### config.mk
export PLATFORM = sky130hd
export DESIGN_NAME = adrg_gain_core
export DESIGN_NICKNAME = d
export VERILOG_FILES = /design/src/adrg_pkg.sv /design/src/adrg_level_meter.sv /design/src/adrg_gain_core.sv
export SDC_FILE = /design/constraint.sdc
export NUM_CORES = 2
export LEC_CHECK = 0
export BUFFER_PORTS_ARGS = -buffer_cell sky130_fd_sc_hd__buf_2
export CAP_MARGIN = 20
export CORE_MARGIN = 1.5
export CORE_UTILIZATION = 65
export DETAILED_ROUTE_END_ITERATION = 16
export GPL_TIMING_DRIVEN = 0
export PLACE_DENSITY = 0.94
export SETUP_SLACK_MARGIN = 0.02
export SYNTH_ARGS = -nofsm -noshare
export SYNTH_HDL_FRONTEND = slang
export SYNTH_SLANG_ARGS = --single-unit
### constraint.sdc
create_clock -name clk -period 29.9 [get_ports clk]
set_clock_uncertainty 0.05 [all_clocks]
set_input_delay 4.485 -clock clk [delete_from_list [all_inputs] [get_ports clk]]
set_output_delay 4.485 -clock clk [all_outputs]
set_load 0.02 [all_outputs]
### src/adrg_pkg.sv
// Constants for the dynamic range gain core: register map, field layout,
// reset values, level units and ramp timing.
// Assumes a 100 MHz core clock and a 24-bit two's complement sample stream.
package adrg_pkg;

   localparam int SAMPLE_W = 24;
   localparam int ADDR_W   = 8;
   localparam int DATA_W   = 16;
   localparam int LEVEL_W  = 16;

   // Register offsets (index on the register port)
   localparam logic [7:0] CTRL_OFS       = 8'h28;
   localparam logic [7:0] RATE_LIMIT_OFS = 8'h29;
   localparam logic [7:0] SLOPE_OFS      = 8'h2A;
   localparam logic [7:0] KNEE_OFS       = 8'h2B;
   localparam logic [7:0] GAIN_STAT_OFS  = 8'h2C;
   localparam logic [7:0] FS_OUT_OFS     = 8'h2D;
   localparam logic [7:0] LEVEL_STAT_OFS = 8'h2E;

   // Field positions
   localparam int ENABLE_BIT   = 15;
   localparam int PATH_BIT     = 14;
   localparam int ATTACK_LSB   = 12;
   localparam int DECAY_LSB    = 8;
   localparam int FLOOR_LSB    = 2;
   localparam int CEILING_LSB  = 0;
   localparam int UP_SLOPE_LSB = 3;
   localparam int LO_SLOPE_LSB = 0;
   localparam int KNEE_IN_LSB  = 5;
   localparam int KNEE_OUT_LSB = 0;

   // Writable bits of each register
   localparam logic [15:0] CTRL_MASK       = 16'hC000;
   localparam logic [15:0] RATE_LIMIT_MASK = 16'hFF0F;
   localparam logic [15:0] SLOPE_MASK      = 16'h003F;
   localparam logic [15:0] KNEE_MASK       = 16'h07FF;

   // Reset values
   localparam logic [15:0] CTRL_RST       = 16'h0000;
   localparam logic [15:0] RATE_LIMIT_RST = 16'h3208;
   localparam logic [15:0] SLOPE_RST      = 16'h0000;
   localparam logic [15:0] KNEE_RST       = 16'h0000;

   // Levels and gains are in 1/64 dB units
   localparam int UNITS_PER_DB6   = 384;
   localparam int KNEE_STEP_UNITS = 48;
   localparam int OCTAVE_UNITS    = 193;
   localparam int LEVEL_FLOOR     = -30 * OCTAVE_UNITS;
   localparam int MS_AVG_SHIFT    = 10;
   localparam logic [2:0] UP_SLOPE_ZERO = 3'h5;
   localparam logic [2:0] LO_SLOPE_ZERO = 3'h4;

   // Ramp timing: time per 6 dB at the lowest code, then per 1/64 dB unit
   localparam int CLK_PERIOD_NS   = 10;
   localparam int ATTACK_BASE_NS  = 182000;
   localparam int DECAY_BASE_US   = 186000;
   localparam int ATTACK_STEP_CYC = (ATTACK_BASE_NS / (CLK_PERIOD_NS * UNITS_PER_DB6)) < 1 ? 1
                                   : ATTACK_BASE_NS / (CLK_PERIOD_NS * UNITS_PER_DB6);
   localparam int DECAY_STEP_CYC  = (DECAY_BASE_US * 1000) / (CLK_PERIOD_NS * UNITS_PER_DB6);

   typedef enum logic [1:0] {RAMP_HOLD, RAMP_ATTACK, RAMP_DECAY} adrg_ramp_e;

endpackage

### src/adrg_level_meter.sv
// Mean-square level meter with a log converter; level in 1/64 dB re full scale.
// Assumes sample_valid is a one-cycle strobe in the clk domain.
module adrg_level_meter
   import adrg_pkg::*;
(
   input  wire logic                         clk,
   input  wire logic                         rst_b,
   input  wire logic                         clk_en,
   input  wire logic                         sample_valid,
   input  wire logic [adrg_pkg::SAMPLE_W-1:0] sample,
   output logic signed [adrg_pkg::LEVEL_W-1:0] level_db
);
   import adrg_pkg::*;

   logic [31:0]        ms_reg;
   logic [15:0]        mag;
   logic [31:0]        square;
   logic signed [33:0] ms_diff;
   logic [31:0]        ms_next;
   logic [4:0]         msb;
   logic [31:0]        norm;
   logic signed [LEVEL_W-1:0] level_next;

   // Top 16 bits are enough for a level estimate and keep the square small
   assign mag     = sample[SAMPLE_W-1] ? 16'(-$signed(sample[SAMPLE_W-1:8])) : sample[SAMPLE_W-1:8];
   assign square  = mag * mag;
   assign ms_diff = $signed({2'b00, square}) - $signed({2'b00, ms_reg});
   assign ms_next = 32'($signed({2'b00, ms_reg}) + (ms_diff >>> MS_AVG_SHIFT));
   assign norm    = ms_reg << (5'd31 - msb);

   always_comb begin
      msb = 5'h00;
      for (int i = 0; i < 32; i++) begin
         if (ms_reg[i]) begin
            msb = 5'(i);
         end
      end
   end

   // Power in dB: about 193 units per octave, linear within the octave
   assign level_next = (ms_reg == 32'h0) ? 16'(LEVEL_FLOOR)
                     : 16'(($signed({27'h0, msb}) - 30) * OCTAVE_UNITS + 3 * int'(norm[30:25]));

   always_ff @(posedge clk or negedge rst_b) begin
      if (!rst_b) begin
         ms_reg   <= 32'h0;
         level_db <= 16'(LEVEL_FLOOR);
      end else if (clk_en) begin
         if (sample_valid) begin
            ms_reg <= ms_next;
         end
         level_db <= level_next;
      end
   end

endmodule // adrg_level_meter

### src/adrg_gain_core.sv
// Dynamic range gain core: static two-slope curve, gain limits, RMS-driven
// attack/decay ramp and the gain multiplier on one of two sample paths.
// Assumes a 100 MHz clock, samples strobed by sample_valid, one register port.
//
// Function
// The input level range is split at the knee input level, with the upper slope above it and the lower slope below it.
// Slope one keeps gain constant, slopes below one compress, and slope zero holds the output level fixed.
// The full-scale output level equals knee output level minus knee input level times the upper slope.
// The knee input field in bits 10:5 runs from 0dB at code zero down in 0.75dB steps and resets to zero.
// The knee output field in bits 4:0 runs from 0dB at code zero down in 0.75dB steps and resets to zero.
// The upper slope field in bits 5:3 selects 1, 1/2, 1/4, 1/8, 1/16 or 0 and resets to 000.
// The lower slope field in bits 2:0 selects 1, 1/2, 1/4, 1/8 or 0 and resets to 000.
// The applied gain is clamped between the gain floor and the gain ceiling.
// The gain floor field in bits 3:2 gives 0, -6, -12 or -18dB and resets to 10.
// The gain ceiling field in bits 1:0 gives 12, 18, 24 or 36dB and resets to 00.
// The gain loop follows the time-averaged RMS level, not single samples.
// Gain falls at the attack rate while the level is high and rises at the decay rate while low.
// The attack field in bits 15:12 gives 182us per 6dB at code 0001, doubling per code, reset 0011.
// The decay field in bits 11:8 gives 186ms per 6dB at code 0000, doubling per code, reset 0010.
// Samples are processed only when enabled, and only in the one path that the path bit selects.
// Software never writes reserved codes into the knee, slope or rate fields.
//
// Our own choice: the strobed register port.
module adrg_gain_core
   import adrg_pkg::*;
#(
   parameter int DECAY_STEP_CYCLES = adrg_pkg::DECAY_STEP_CYC
)(
   input  wire logic                          clk,
   input  wire logic                          rst_b,
   input  wire logic                          clk_en,
   input  wire logic [adrg_pkg::ADDR_W-1:0]   reg_addr,
   input  wire logic [adrg_pkg::DATA_W-1:0]   reg_wdata,
   input  wire logic                          reg_wr,
   input  wire logic                          reg_rd,
   output logic      [adrg_pkg::DATA_W-1:0]   reg_rdata,
   input  wire logic                          sample_valid,
   input  wire logic [adrg_pkg::SAMPLE_W-1:0] adc_sample_in,
   input  wire logic [adrg_pkg::SAMPLE_W-1:0] dac_sample_in,
   output logic                               sample_out_valid,
   output logic      [adrg_pkg::SAMPLE_W-1:0] adc_sample_out,
   output logic      [adrg_pkg::SAMPLE_W-1:0] dac_sample_out,
   output logic signed [adrg_pkg::LEVEL_W-1:0] gain_level
);
   import adrg_pkg::*;

   // Slope as a right shift; the zero-slope code removes the term
   function automatic logic signed [15:0] slope_apply(input logic signed [15:0] d,
                                                     input logic [2:0] code,
                                                     input logic upper);
      logic zero;
      zero = upper ? (code == UP_SLOPE_ZERO) : (code == LO_SLOPE_ZERO);
      return zero ? 16'sh0000 : (d >>> code);
   endfunction

   logic [15:0] ctrl_reg;
   logic [15:0] rate_limit_reg;
   logic [15:0] slope_reg;
   logic [15:0] knee_reg;
   logic [31:0] rate_cnt_reg;
   logic [31:0] rate_cnt_next;
   adrg_ramp_e  ramp_reg;
   adrg_ramp_e  ramp_next;
   logic signed [15:0] gain_next;

   wire         enable     = ctrl_reg[ENABLE_BIT];
   wire         path_dac   = ctrl_reg[PATH_BIT];
   wire [3:0]   attack_cd  = rate_limit_reg[ATTACK_LSB +: 4];
   wire [3:0]   decay_cd   = rate_limit_reg[DECAY_LSB +: 4];
   wire [1:0]   floor_cd   = rate_limit_reg[FLOOR_LSB +: 2];
   wire [1:0]   ceiling_cd = rate_limit_reg[CEILING_LSB +: 2];
   wire [2:0]   up_slope   = slope_reg[UP_SLOPE_LSB +: 3];
   wire [2:0]   lo_slope   = slope_reg[LO_SLOPE_LSB +: 3];
   wire [5:0]   knee_in_cd = knee_reg[KNEE_IN_LSB +: 6];
   wire [4:0]   knee_ou_cd = knee_reg[KNEE_OUT_LSB +: 5];

   // Register decode
   wire wr_ctrl  = reg_wr && (reg_addr == CTRL_OFS);
   wire wr_rate  = reg_wr && (reg_addr == RATE_LIMIT_OFS);
   wire wr_slope = reg_wr && (reg_addr == SLOPE_OFS);
   wire wr_knee  = reg_wr && (reg_addr == KNEE_OFS);

   // Level meter sees only the selected path, and only while enabled
   wire adc_active = enable && !path_dac;
   wire dac_active = enable && path_dac;
   wire [SAMPLE_W-1:0] meter_in = path_dac ? dac_sample_in : adc_sample_in;
   wire meter_strobe = sample_valid && enable;
   logic signed [15:0] level_db;

   adrg_level_meter u_meter (
      .clk          (clk),
      .rst_b        (rst_b),
      .clk_en       (clk_en),
      .sample_valid (meter_strobe),
      .sample       (meter_in),
      .level_db     (level_db)
   );

   // Static curve, all in 1/64 dB units
   wire signed [15:0] knee_in_lvl  = -16'(int'(knee_in_cd) * KNEE_STEP_UNITS);
   wire signed [15:0] knee_out_lvl = -16'(int'(knee_ou_cd) * KNEE_STEP_UNITS);
   wire               above_knee   = level_db >= knee_in_lvl;
   wire signed [15:0] upper_term   = slope_apply(level_db - knee_in_lvl, up_slope, 1'b1);
   wire signed [15:0] lower_term   = slope_apply(knee_in_lvl - level_db, lo_slope, 1'b0);
   wire signed [15:0] curve_out    = above_knee ? knee_out_lvl + upper_term
                                                : knee_out_lvl - lower_term;
   wire signed [15:0] full_scale_output_level =
      knee_out_lvl - slope_apply(knee_in_lvl, up_slope, 1'b1);

   // Limits: the floor stops deep cuts, the ceiling caps how far silence is boosted
   wire signed [15:0] gain_floor   = -16'(int'(floor_cd) * UNITS_PER_DB6);
   wire signed [15:0] gain_ceiling = (ceiling_cd == 2'h3) ? 16'(6 * UNITS_PER_DB6)
                                   : 16'((int'(ceiling_cd) + 2) * UNITS_PER_DB6);
   wire signed [15:0] raw_target   = curve_out - level_db;
   wire signed [15:0] target_gain  = (raw_target < gain_floor)   ? gain_floor
                                   : (raw_target > gain_ceiling) ? gain_ceiling
                                   : raw_target;

   // Ramp periods per 1/64 dB; reserved attack code 0000 acts as 0001
   wire [3:0]  attack_sh   = (attack_cd == 4'h0) ? 4'h0 : attack_cd - 4'h1;
   wire [31:0] attack_per  = 32'(ATTACK_STEP_CYC) << attack_sh;
   wire [31:0] decay_per   = 32'(DECAY_STEP_CYCLES) << decay_cd;
   wire        want_down   = gain_level > target_gain;
   wire        want_up     = gain_level < target_gain;

   always_comb begin
      ramp_next = RAMP_HOLD;
      if (want_down) begin
         ramp_next = RAMP_ATTACK;
      end else if (want_up) begin
         ramp_next = RAMP_DECAY;
      end
   end

   // One 1/64 dB step each time the period elapses; restart on a turn
   always_comb begin
      rate_cnt_next = 32'h0;
      gain_next     = gain_level;
      case (ramp_next)
         RAMP_HOLD: begin
            rate_cnt_next = 32'h0;
         end
         RAMP_ATTACK: begin
            if (ramp_reg != RAMP_ATTACK) begin
               rate_cnt_next = 32'h0;
            end else if (rate_cnt_reg >= attack_per - 32'h1) begin
               gain_next = gain_level - 16'sh0001;
            end else begin
               rate_cnt_next = rate_cnt_reg + 32'h1;
            end
         end
         RAMP_DECAY: begin
            if (ramp_reg != RAMP_DECAY) begin
               rate_cnt_next = 32'h0;
            end else if (rate_cnt_reg >= decay_per - 32'h1) begin
               gain_next = gain_level + 16'sh0001;
            end else begin
               rate_cnt_next = rate_cnt_reg + 32'h1;
            end
         end
         default: begin
            rate_cnt_next = 32'h0;
         end
      endcase
   end

   // dB to linear: octaves = gain / 192.7, mantissa linear within an octave
   wire signed [23:0] oct_q6   = 24'((32'(signed'(gain_level)) * 85) >>> 8);
   wire signed [17:0] oct_int  = 18'(oct_q6 >>> 6);
   wire [6:0]         mant     = {1'b1, oct_q6[5:0]};
   wire signed [17:0] shamt_s  = 18'sd6 - oct_int;
   wire [4:0]         shamt    = (shamt_s < 0) ? 5'h00 : (shamt_s > 18'sd20) ? 5'h14 : shamt_s[4:0];
   // Product sized by the target, so the 24x8 multiply keeps all its bits
   wire signed [31:0] product  = $signed(meter_in) * $signed({1'b0, mant});
   wire signed [31:0] scaled   = product >>> shamt;
   localparam logic signed [31:0] SAT_HI = 32'sh007FFFFF;
   localparam logic signed [31:0] SAT_LO = -32'sh00800000;
   wire [SAMPLE_W-1:0] gained  = (scaled > SAT_HI) ? SAT_HI[SAMPLE_W-1:0]
                               : (scaled < SAT_LO) ? SAT_LO[SAMPLE_W-1:0]
                               : scaled[SAMPLE_W-1:0]; // Clip rather than wrap

   // Read mux; unmapped addresses read zero
   wire [15:0] rd_mux = (reg_addr == CTRL_OFS)       ? ctrl_reg
                      : (reg_addr == RATE_LIMIT_OFS) ? rate_limit_reg
                      : (reg_addr == SLOPE_OFS)      ? slope_reg
                      : (reg_addr == KNEE_OFS)       ? knee_reg
                      : (reg_addr == GAIN_STAT_OFS)  ? gain_level
                      : (reg_addr == FS_OUT_OFS)     ? full_scale_output_level
                      : (reg_addr == LEVEL_STAT_OFS) ? level_db
                      : 16'h0000;

   always_ff @(posedge clk or negedge rst_b) begin
      if (!rst_b) begin
         ctrl_reg       <= CTRL_RST;
         rate_limit_reg <= RATE_LIMIT_RST;
         slope_reg      <= SLOPE_RST;
         knee_reg       <= KNEE_RST;
         reg_rdata      <= 16'h0000;
      end else if (clk_en) begin
         if (wr_ctrl) begin
            ctrl_reg <= reg_wdata & CTRL_MASK;
         end
         if (wr_rate) begin
            rate_limit_reg <= reg_wdata & RATE_LIMIT_MASK;
         end
         if (wr_slope) begin
            slope_reg <= reg_wdata & SLOPE_MASK;
         end
         if (wr_knee) begin
            knee_reg <= reg_wdata & KNEE_MASK;
         end
         reg_rdata <= reg_rd ? rd_mux : 16'h0000;
      end
   end

   // Gain state; held at 0 dB while the core is disabled
   always_ff @(posedge clk or negedge rst_b) begin
      if (!rst_b) begin
         gain_level   <= 16'sh0000;
         rate_cnt_reg <= 32'h0;
         ramp_reg     <= RAMP_HOLD;
      end else if (clk_en) begin
         if (!enable) begin
            gain_level   <= 16'sh0000;
            rate_cnt_reg <= 32'h0;
            ramp_reg     <= RAMP_HOLD;
         end else begin
            gain_level   <= gain_next;
            rate_cnt_reg <= rate_cnt_next;
            ramp_reg     <= ramp_next;
         end
      end
   end

   // Sample paths: the unselected path passes through untouched
   always_ff @(posedge clk or negedge rst_b) begin
      if (!rst_b) begin
         sample_out_valid <= 1'b0;
         adc_sample_out   <= 24'h000000;
         dac_sample_out   <= 24'h000000;
      end else if (clk_en) begin
         sample_out_valid <= sample_valid;
         if (sample_valid) begin
            adc_sample_out <= adc_active ? gained : adc_sample_in;
            dac_sample_out <= dac_active ? gained : dac_sample_in;
         end
      end
   end

endmodule // adrg_gain_core

Word-level counts from Yosys, hierarchy flattened
Index checks and enable logic that the tools add are counted.
{"block": "classes", "n_addsub": 23, "n_mul": 9, "n_lt_le_gt_ge": 11, "eq_ne": 19, "n_shift": 7, "n_mux": 71, "reduce_logical": 17}
{"operator": "2-to-1 mux 16 bit", "n": 21}
{"operator": "2-to-1 mux 32 bit", "n": 5}
{"operator": "2-to-1 mux 5 bit", "n": 32}
{"operator": "2-to-1 mux 24 bit", "n": 5}
{"operator": "subtractor 16 bit", "n": 5}
{"operator": "greater-or-equal comparator 32 bit", "n": 2}
{"operator": "case mux 32 bit (2 select lines)", "n": 1}
{"operator": "subtractor 32 x 1 -> 32 bit (second input constant)", "n": 2}
{"operator": "equality test 8 x 6 -> 1 bit (second input constant)", "n": 7}
{"operator": ">>> shifter 16 x 3 -> 16 bit", "n": 3}
{"operator": "subtractor 32 x 32 -> 33 bit", "n": 1}
{"operator": "adder 16 bit", "n": 2}
{"operator": "adder 32 x 1 -> 32 bit (second input constant)", "n": 1}
{"operator": "adder 32 x 23 -> 32 bit", "n": 1}
{"operator": "> comparator 32 x 24 -> 1 bit (second input constant)", "n": 1}
{"operator": "logical NOT 32 bit", "n": 1}
{"operator": "< comparator 16 bit", "n": 2}
{"operator": "< comparator 32 x 24 -> 1 bit (second input constant)", "n": 1}
{"operator": "multiplier 16 x 16 -> 32 bit", "n": 1}
{"operator": "multiplier 24 x 8 -> 32 bit", "n": 1}
{"operator": "multiplier 32 x 9 -> 16 bit (second input constant)", "n": 1}
{"operator": "negation 11 -> 16 bit", "n": 2}
{"operator": "case mux 16 bit (2 select lines)", "n": 1}
{"operator": "left shift 16 x 4 -> 32 bit (first input constant)", "n": 1}
{"operator": "other kinds (39)", "n": 57}
{"block": "word_totals", "register_bits": 194, "in_bits": 78, "output_inout_bits": 81, "word_cells": 170}

Longest topological paths before layout
{"block": "logic_depth", "word_depth": 36, "depth_mapped": 77, "depth_no_buf": 76}

Modules after synthesis
Synthesis repeated with hierarchy kept, for this count alone.
{"block": "unflattened", "hier_cells": 5020, "area_unflattened_um2": 40871.7}
{"mod": "adrg_gain_core", "instances": 1, "cells_per_inst": 3456, "area_per_inst_um2": 27109.8, "seq_area_each_um2": 3658.5}
{"mod": "adrg_level_meter", "instances": 1, "cells_per_inst": 1564, "area_per_inst_um2": 13761.9, "seq_area_each_um2": 1211.2}

Worst setup path after synthesis
OpenSTA, ideal clock, no wires.
{"block": "synth_timing", "kind": "input -> register", "from": "in dac_sample_in[10] in the netlist's numbering", "to": "reg u_meter.ms_reg[31]", "setup_ns": 0.134, "t_arrival_ns": 14.532, "t_required_ns": 29.716, "path_slack_ns": 15.184, "cell_stages": 45, "path_buffers": 0, "cell_sequence": "mux2i_1 inv_1 nor3_1 nand3_1 or3_1 and2_1 xnor2_1 clkinv_1 nor2_1 fa_1 inv_1 fa_1 inv_1 ha_1 fa_1 inv_1 fa_1 fa_1 (+9 left out) a21oi_1 nor2b_1 o21ai_0 a21boi_0 nor2_1 xnor2_1 ha_1 or3_1 o211ai_1 a31oi_1 a2111oi_0 o31ai_1 a21boi_0 o211ai_1 nand2_1 xor2_1 nor2_1 xor2_1"}
{"block": "synth_between", "elab_chain_cells": 6}
{"element": "from (decl)", "line": "adrg_gain_core.sv:39", "text": "input wire logic [adrg_pkg::SAMPLE_W-1:0] dac_sample_in,"}
{"element": "2-to-1 mux 24 bit *", "line": "adrg_gain_core.sv:86", "text": "wire [SAMPLE_W-1:0] meter_in = path_dac ? dac_sample_in : adc_sample_in;"}
{"element": "negation 16 bit", "line": "adrg_level_meter.sv:25", "text": "assign mag = sample[SAMPLE_W-1] ? 16'(-$signed(sample[SAMPLE_W-1:8])) : sample[SAMPLE_W-1:8];"}
{"element": "2-to-1 mux 16 bit *", "line": "adrg_level_meter.sv:25"}
{"element": "multiplier 16 x 16 -> 32 bit *", "line": "adrg_level_meter.sv:26", "text": "assign square = mag * mag;"}
{"element": "subtractor 32 x 32 -> 33 bit *", "line": "adrg_level_meter.sv:27", "text": "assign ms_diff = $signed({2'b00, square}) - $signed({2'b00, ms_reg});"}
{"element": "adder 32 x 23 -> 32 bit *", "line": "adrg_level_meter.sv:28", "text": "assign ms_next = 32'($signed({2'b00, ms_reg}) + (ms_diff >>> MS_AVG_SHIFT));"}
{"element": "to (signal assigned)", "line": "adrg_level_meter.sv:50", "text": "ms_reg <= ms_next;"}
{"element": "to (decl)", "line": "adrg_level_meter.sv:15", "text": "logic [31:0] ms_reg;"}
Every way passes the cells marked *; elsewhere a longest branch is shown, timed or not.
A chain may end at the register's enable or synchronous reset.

Final worst setup path
{"block": "layout_timing", "from": "reg knee_reg[5]", "to": "reg gain_level[15] in the netlist's numbering"}
{"block": "layout_between", "elab_chain_cells": 17, "elab_cells_between_ends": 31, "cone_classes": "add/sub (6); mul (1); order compare (5); eq/ne (7); shift (2); mux (9); reduce/logical (1)"}
{"element": "from (decl)", "line": "adrg_gain_core.sv:59", "text": "logic [15:0] knee_reg;"}
{"element": "from (signal assigned)", "line": "adrg_gain_core.sv:210", "text": "knee_reg <= reg_wdata & KNEE_MASK;"}
{"element": "multiplier 6 x 2 -> 8 bit *", "line": "adrg_gain_core.sv:100", "text": "wire signed [15:0] knee_in_lvl = -16'(int'(knee_in_cd) * KNEE_STEP_UNITS);"}
{"element": "negation 12 -> 16 bit *", "line": "adrg_gain_core.sv:100"}
{"element": "subtractor 16 bit (on tied branches)", "line": "adrg_gain_core.sv:104, adrg_gain_core.sv:103"}
{"element": ">>> shifter 16 x 3 -> 16 bit", "line": "adrg_gain_core.sv:53", "text": "return zero ? 16'sh0000 : (d >>> code);"}
{"element": "2-to-1 mux 16 bit", "line": "adrg_gain_core.sv:53"}
{"element": "subtractor 16 bit / adder 16 bit (equally long branches)", "line": "adrg_gain_core.sv:106, adrg_gain_core.sv:105"}
{"element": "2-to-1 mux 16 bit *", "line": "adrg_gain_core.sv:105", "text": "wire signed [15:0] curve_out = above_knee ? knee_out_lvl + upper_term"}
{"element": "subtractor 16 bit *", "line": "adrg_gain_core.sv:114", "text": "wire signed [15:0] raw_target = curve_out - level_db;"}
{"element": "> comparator 16 x 13 -> 1 bit", "line": "adrg_gain_core.sv:116", "text": ": (raw_target > gain_ceiling) ? gain_ceiling"}
{"element": "2-to-1 mux 16 bit", "line": "adrg_gain_core.sv:116"}
{"element": "2-to-1 mux 16 bit *", "line": "adrg_gain_core.sv:115", "text": "wire signed [15:0] target_gain = (raw_target < gain_floor) ? gain_floor"}
{"element": "< comparator 16 bit", "line": "adrg_gain_core.sv:124", "text": "wire want_up = gain_level < target_gain;"}
{"element": "2-to-1 mux 2 bit", "line": "adrg_gain_core.sv:130", "text": "end else if (want_up) begin"}
{"element": "2-to-1 mux 2 bit *", "line": "adrg_gain_core.sv:128", "text": "if (want_down) begin"}
{"element": "equality test 2 bit / equality test 2 x 1 -> 1 bit (equally long branches)", "line": "adrg_gain_core.sv:139", "text": "case (ramp_next)"}
{"element": "!= test 3 x 1 -> 1 bit (no source line) (tied with other cells)"}
{"element": "AND reduction 6 bit (no source line) / 2-to-1 mux 16 bit (equally long branches)"}
{"element": "to (signal assigned)", "line": "adrg_gain_core.sv:228", "text": "gain_level <= gain_next;"}
{"element": "to (decl)", "line": "adrg_gain_core.sv:43", "text": "output logic signed [adrg_pkg::LEVEL_W-1:0] gain_level"}
Marks and branches as above.

==> results_dict.tcl <==
set metrics [dict create \
    status "completed" \
    cp_data_required_time_ns 30.33 \
    cts_sinks 194 \
    avgSynthCellArea_sq_um 8.18 \
    worst_slack_ns 12.31 \
    ys_top_cells_by_area "fa_1 (18%), ha_1 (16%), dfrtp_1 (11%), inv_1 (7.0%), a21oi_1 (4.1%)" \
    fin_tns_setup_ns 0 \
    routed-via-count 38900 \
    place_congestion 1.11 \
    cts_hold_buf 0 \
    yosysTopAreaCellShare_pct 18.3 \
    rsz0062_at_grt "no" \
    antenna_left 0 \
    place_ws_ns 12.56 \
    io_pins 159 \
    cpMostUsedCell "a21oi_1" \
    place_hpwl_mm 101 \
    clk_pin_slew_ns 0.09 \
    crit_path_start "knee_reg[5]" \
    post-route-period-util_pct 58.8 \
    synth_area_leader_cell "fa_1" \
    nFillCells 4425 \
    multi_input_area_sq_um 31700 \
    ys_seq_elements 194 \
    cts_setup_buffers 0 \
    ys_top_cells_by_count "inv_1 (743), ha_1 (520), nand2_1 (423), nor2_1 (376), fa_1 (366)" \
    start_util_pct 66.0 \
    instances_no_fill 5899 \
    port-buffer-count 158 \
    cap_viol_max_count 0 \
    die_w_um 251 \
    cp-start-kind "flop" \
    ys_async_sr_fraction_pct 100 \
    core-area_sq_um 60600 \
    synthToLayoutAreaGrowth_pct 6.40 \
    cts_buffer_depth 2 \
    die_area_sq_um 63000 \
    drt-total-wl_mm 126 \
    setup_viol 0 \
    synth-seq-area-share_pct 12.2 \
    crit_slowest_cell "o41ai_1" \
    synthCells 4891 \
    dp_cells 5861 \
    final.min_clock_period_ns 17.59 \
    die_h_um 251 \
    cts-root-buf "clkbuf_16" \
    worstMarginPinSlew_ns 1.24 \
    cts-buffers-inserted 17 \
    endpoint_kind "flop" \
    worstPathMaxFanout 18 \
    insertion_delay_ns 0.55 \
    netlist_area_sq_um 40000 \
    fin_nets 6067 \
    synth_ff_type "dfrtp_1" \
    antenna_found_initial 0 \
    holdWs_ns 0.431 \
    track_usage_pct 39.6 \
    final_layout_size_suffix_gt1_share_pct 6.65 \
    htreeDepth 4 \
    regToRegStartpoint "knee_reg[5]" \
    drt_first_pass_iters 7 \
    drt_iter0_markers 4884 \
    max_freq_ghz 0.0568 \
    hold_viol 0 \
    synth-edff-count 0 \
    cts_tree "yes" \
    postCtsResizedCells 0 \
    regArea_sq_um 4870 \
    gr-total-overflow 0 \
    path_class "reg2reg" \
    yosysMostFrequentCell "inv_1" \
    ys_types 110 \
    via_per_inst 6.59 \
    grt_first_pass_wirelength_mm 198 \
    worstPathArrival_ns 18.02 \
    drc 0 \
    worstHoldPathType "reg2reg" \
    rows 90 \
    grt_start_max_net_pins 110 \
    slew_headroom_pct 17.0 \
    grt_pass1_vias 38600 \
    yosysWarnings 0 \
    max_stage_delay_ns 0.63 \
    post_drt_wl_per_cell_um 21.3 \
    drv_slew 0 \
    hp-start "sample_out_valid" \
]
-- metrics by stage --
step	cell area (sq um)	utilization, %
CTS	42500	70.2
detailed placement	41900	69.2
finish	42600	70.2
global route	42600	70.2
global placement	41900	69.1
floorplan	40100	-
-- kinds of logic (layout without fill, tap and decap cells) --
logic type,Yosys count,in the layout,synth area share (%)
simple gates,1274,1274,14.7
compound gates,1148,1148,18.6
buf+inv,942,1142,8.93
fa+ha+maj,888,888,34.6
xor+xnor,226,226,4.98
mux,217,217,5.90
flops,194,194,12.2
other cells,2,28,0.0188
-- final timing paths --
path / endpoint / slack, ns / cells past startpoint
min in group asynchronous: knee_reg[5] / 3.88 / 1
hold reg to reg: sample_out_valid / 0.43 / 1
setup / recovery: gain_level[15] / 12.31 / 72
max in group asynchronous: gain_level[13] / 24.88 / 2
hold / removal: sample_out_valid / 0.43 / 1
setup reg to reg: gain_level[15] / 12.31 / 72
-- metal layers --
layer / part of all wire, % / wire, um / global-route usage (%) / vias up
met3: 12 / 14900 / 8.41 / 647
met1: 37 / 46100 / 49.1 / 18400
met5: 0.053 / 67 / 0.849 / -
met2: 45 / 56400 / 63.4 / 2671
met4: 6.5 / 8140 / 24.4 / 2
li1: - / - / - / 17200
-- area by class of cell --
type	count	area share, %
antenna	1	0.00588
buffer	185	1.72
clock buffer	17	1.00
clock inverter	15	0.368
inverter	757	6.68
multi-input combinational	3780	74.4
sequential	194	11.4
tap	782	2.30
timing repair buffer	168	2.11
-- cells in the final DEF (no fill, tap or decap), types with 60 or more instances in the layout --
cell type and n:
nand3_1 70, ha_1 520, nor3_1 80, nand2_1 423, clkbuf_1 156, o22ai_1 80
xor2_1 78, xnor2_1 147, a21o_1 87, o21ai_0 213, fa_1 366, a31oi_1 60
mux2i_1 159, nor2_1 376, dfrtp_1 182, inv_1 743, buf_2 166, a21oi_1 325
-- worst max-delay path, delay by kind of cell (launching register included) --
kind                     cells  cell delay [ns]
AO/OA/AOI/OAI               40             8.12
XOR/XNOR                     3             1.12
adder cells (fa/ha/maj)      9             3.17
buffers and inverters       10             3.12
flip-flops                   1             0.48
multiplexers                 2             0.54
AND/OR/NAND/NOR              8             0.91
Power is left out: the tool's default activity adds up to more than one toggle a clock period on the data nets, which glitch-free logic cannot reach.
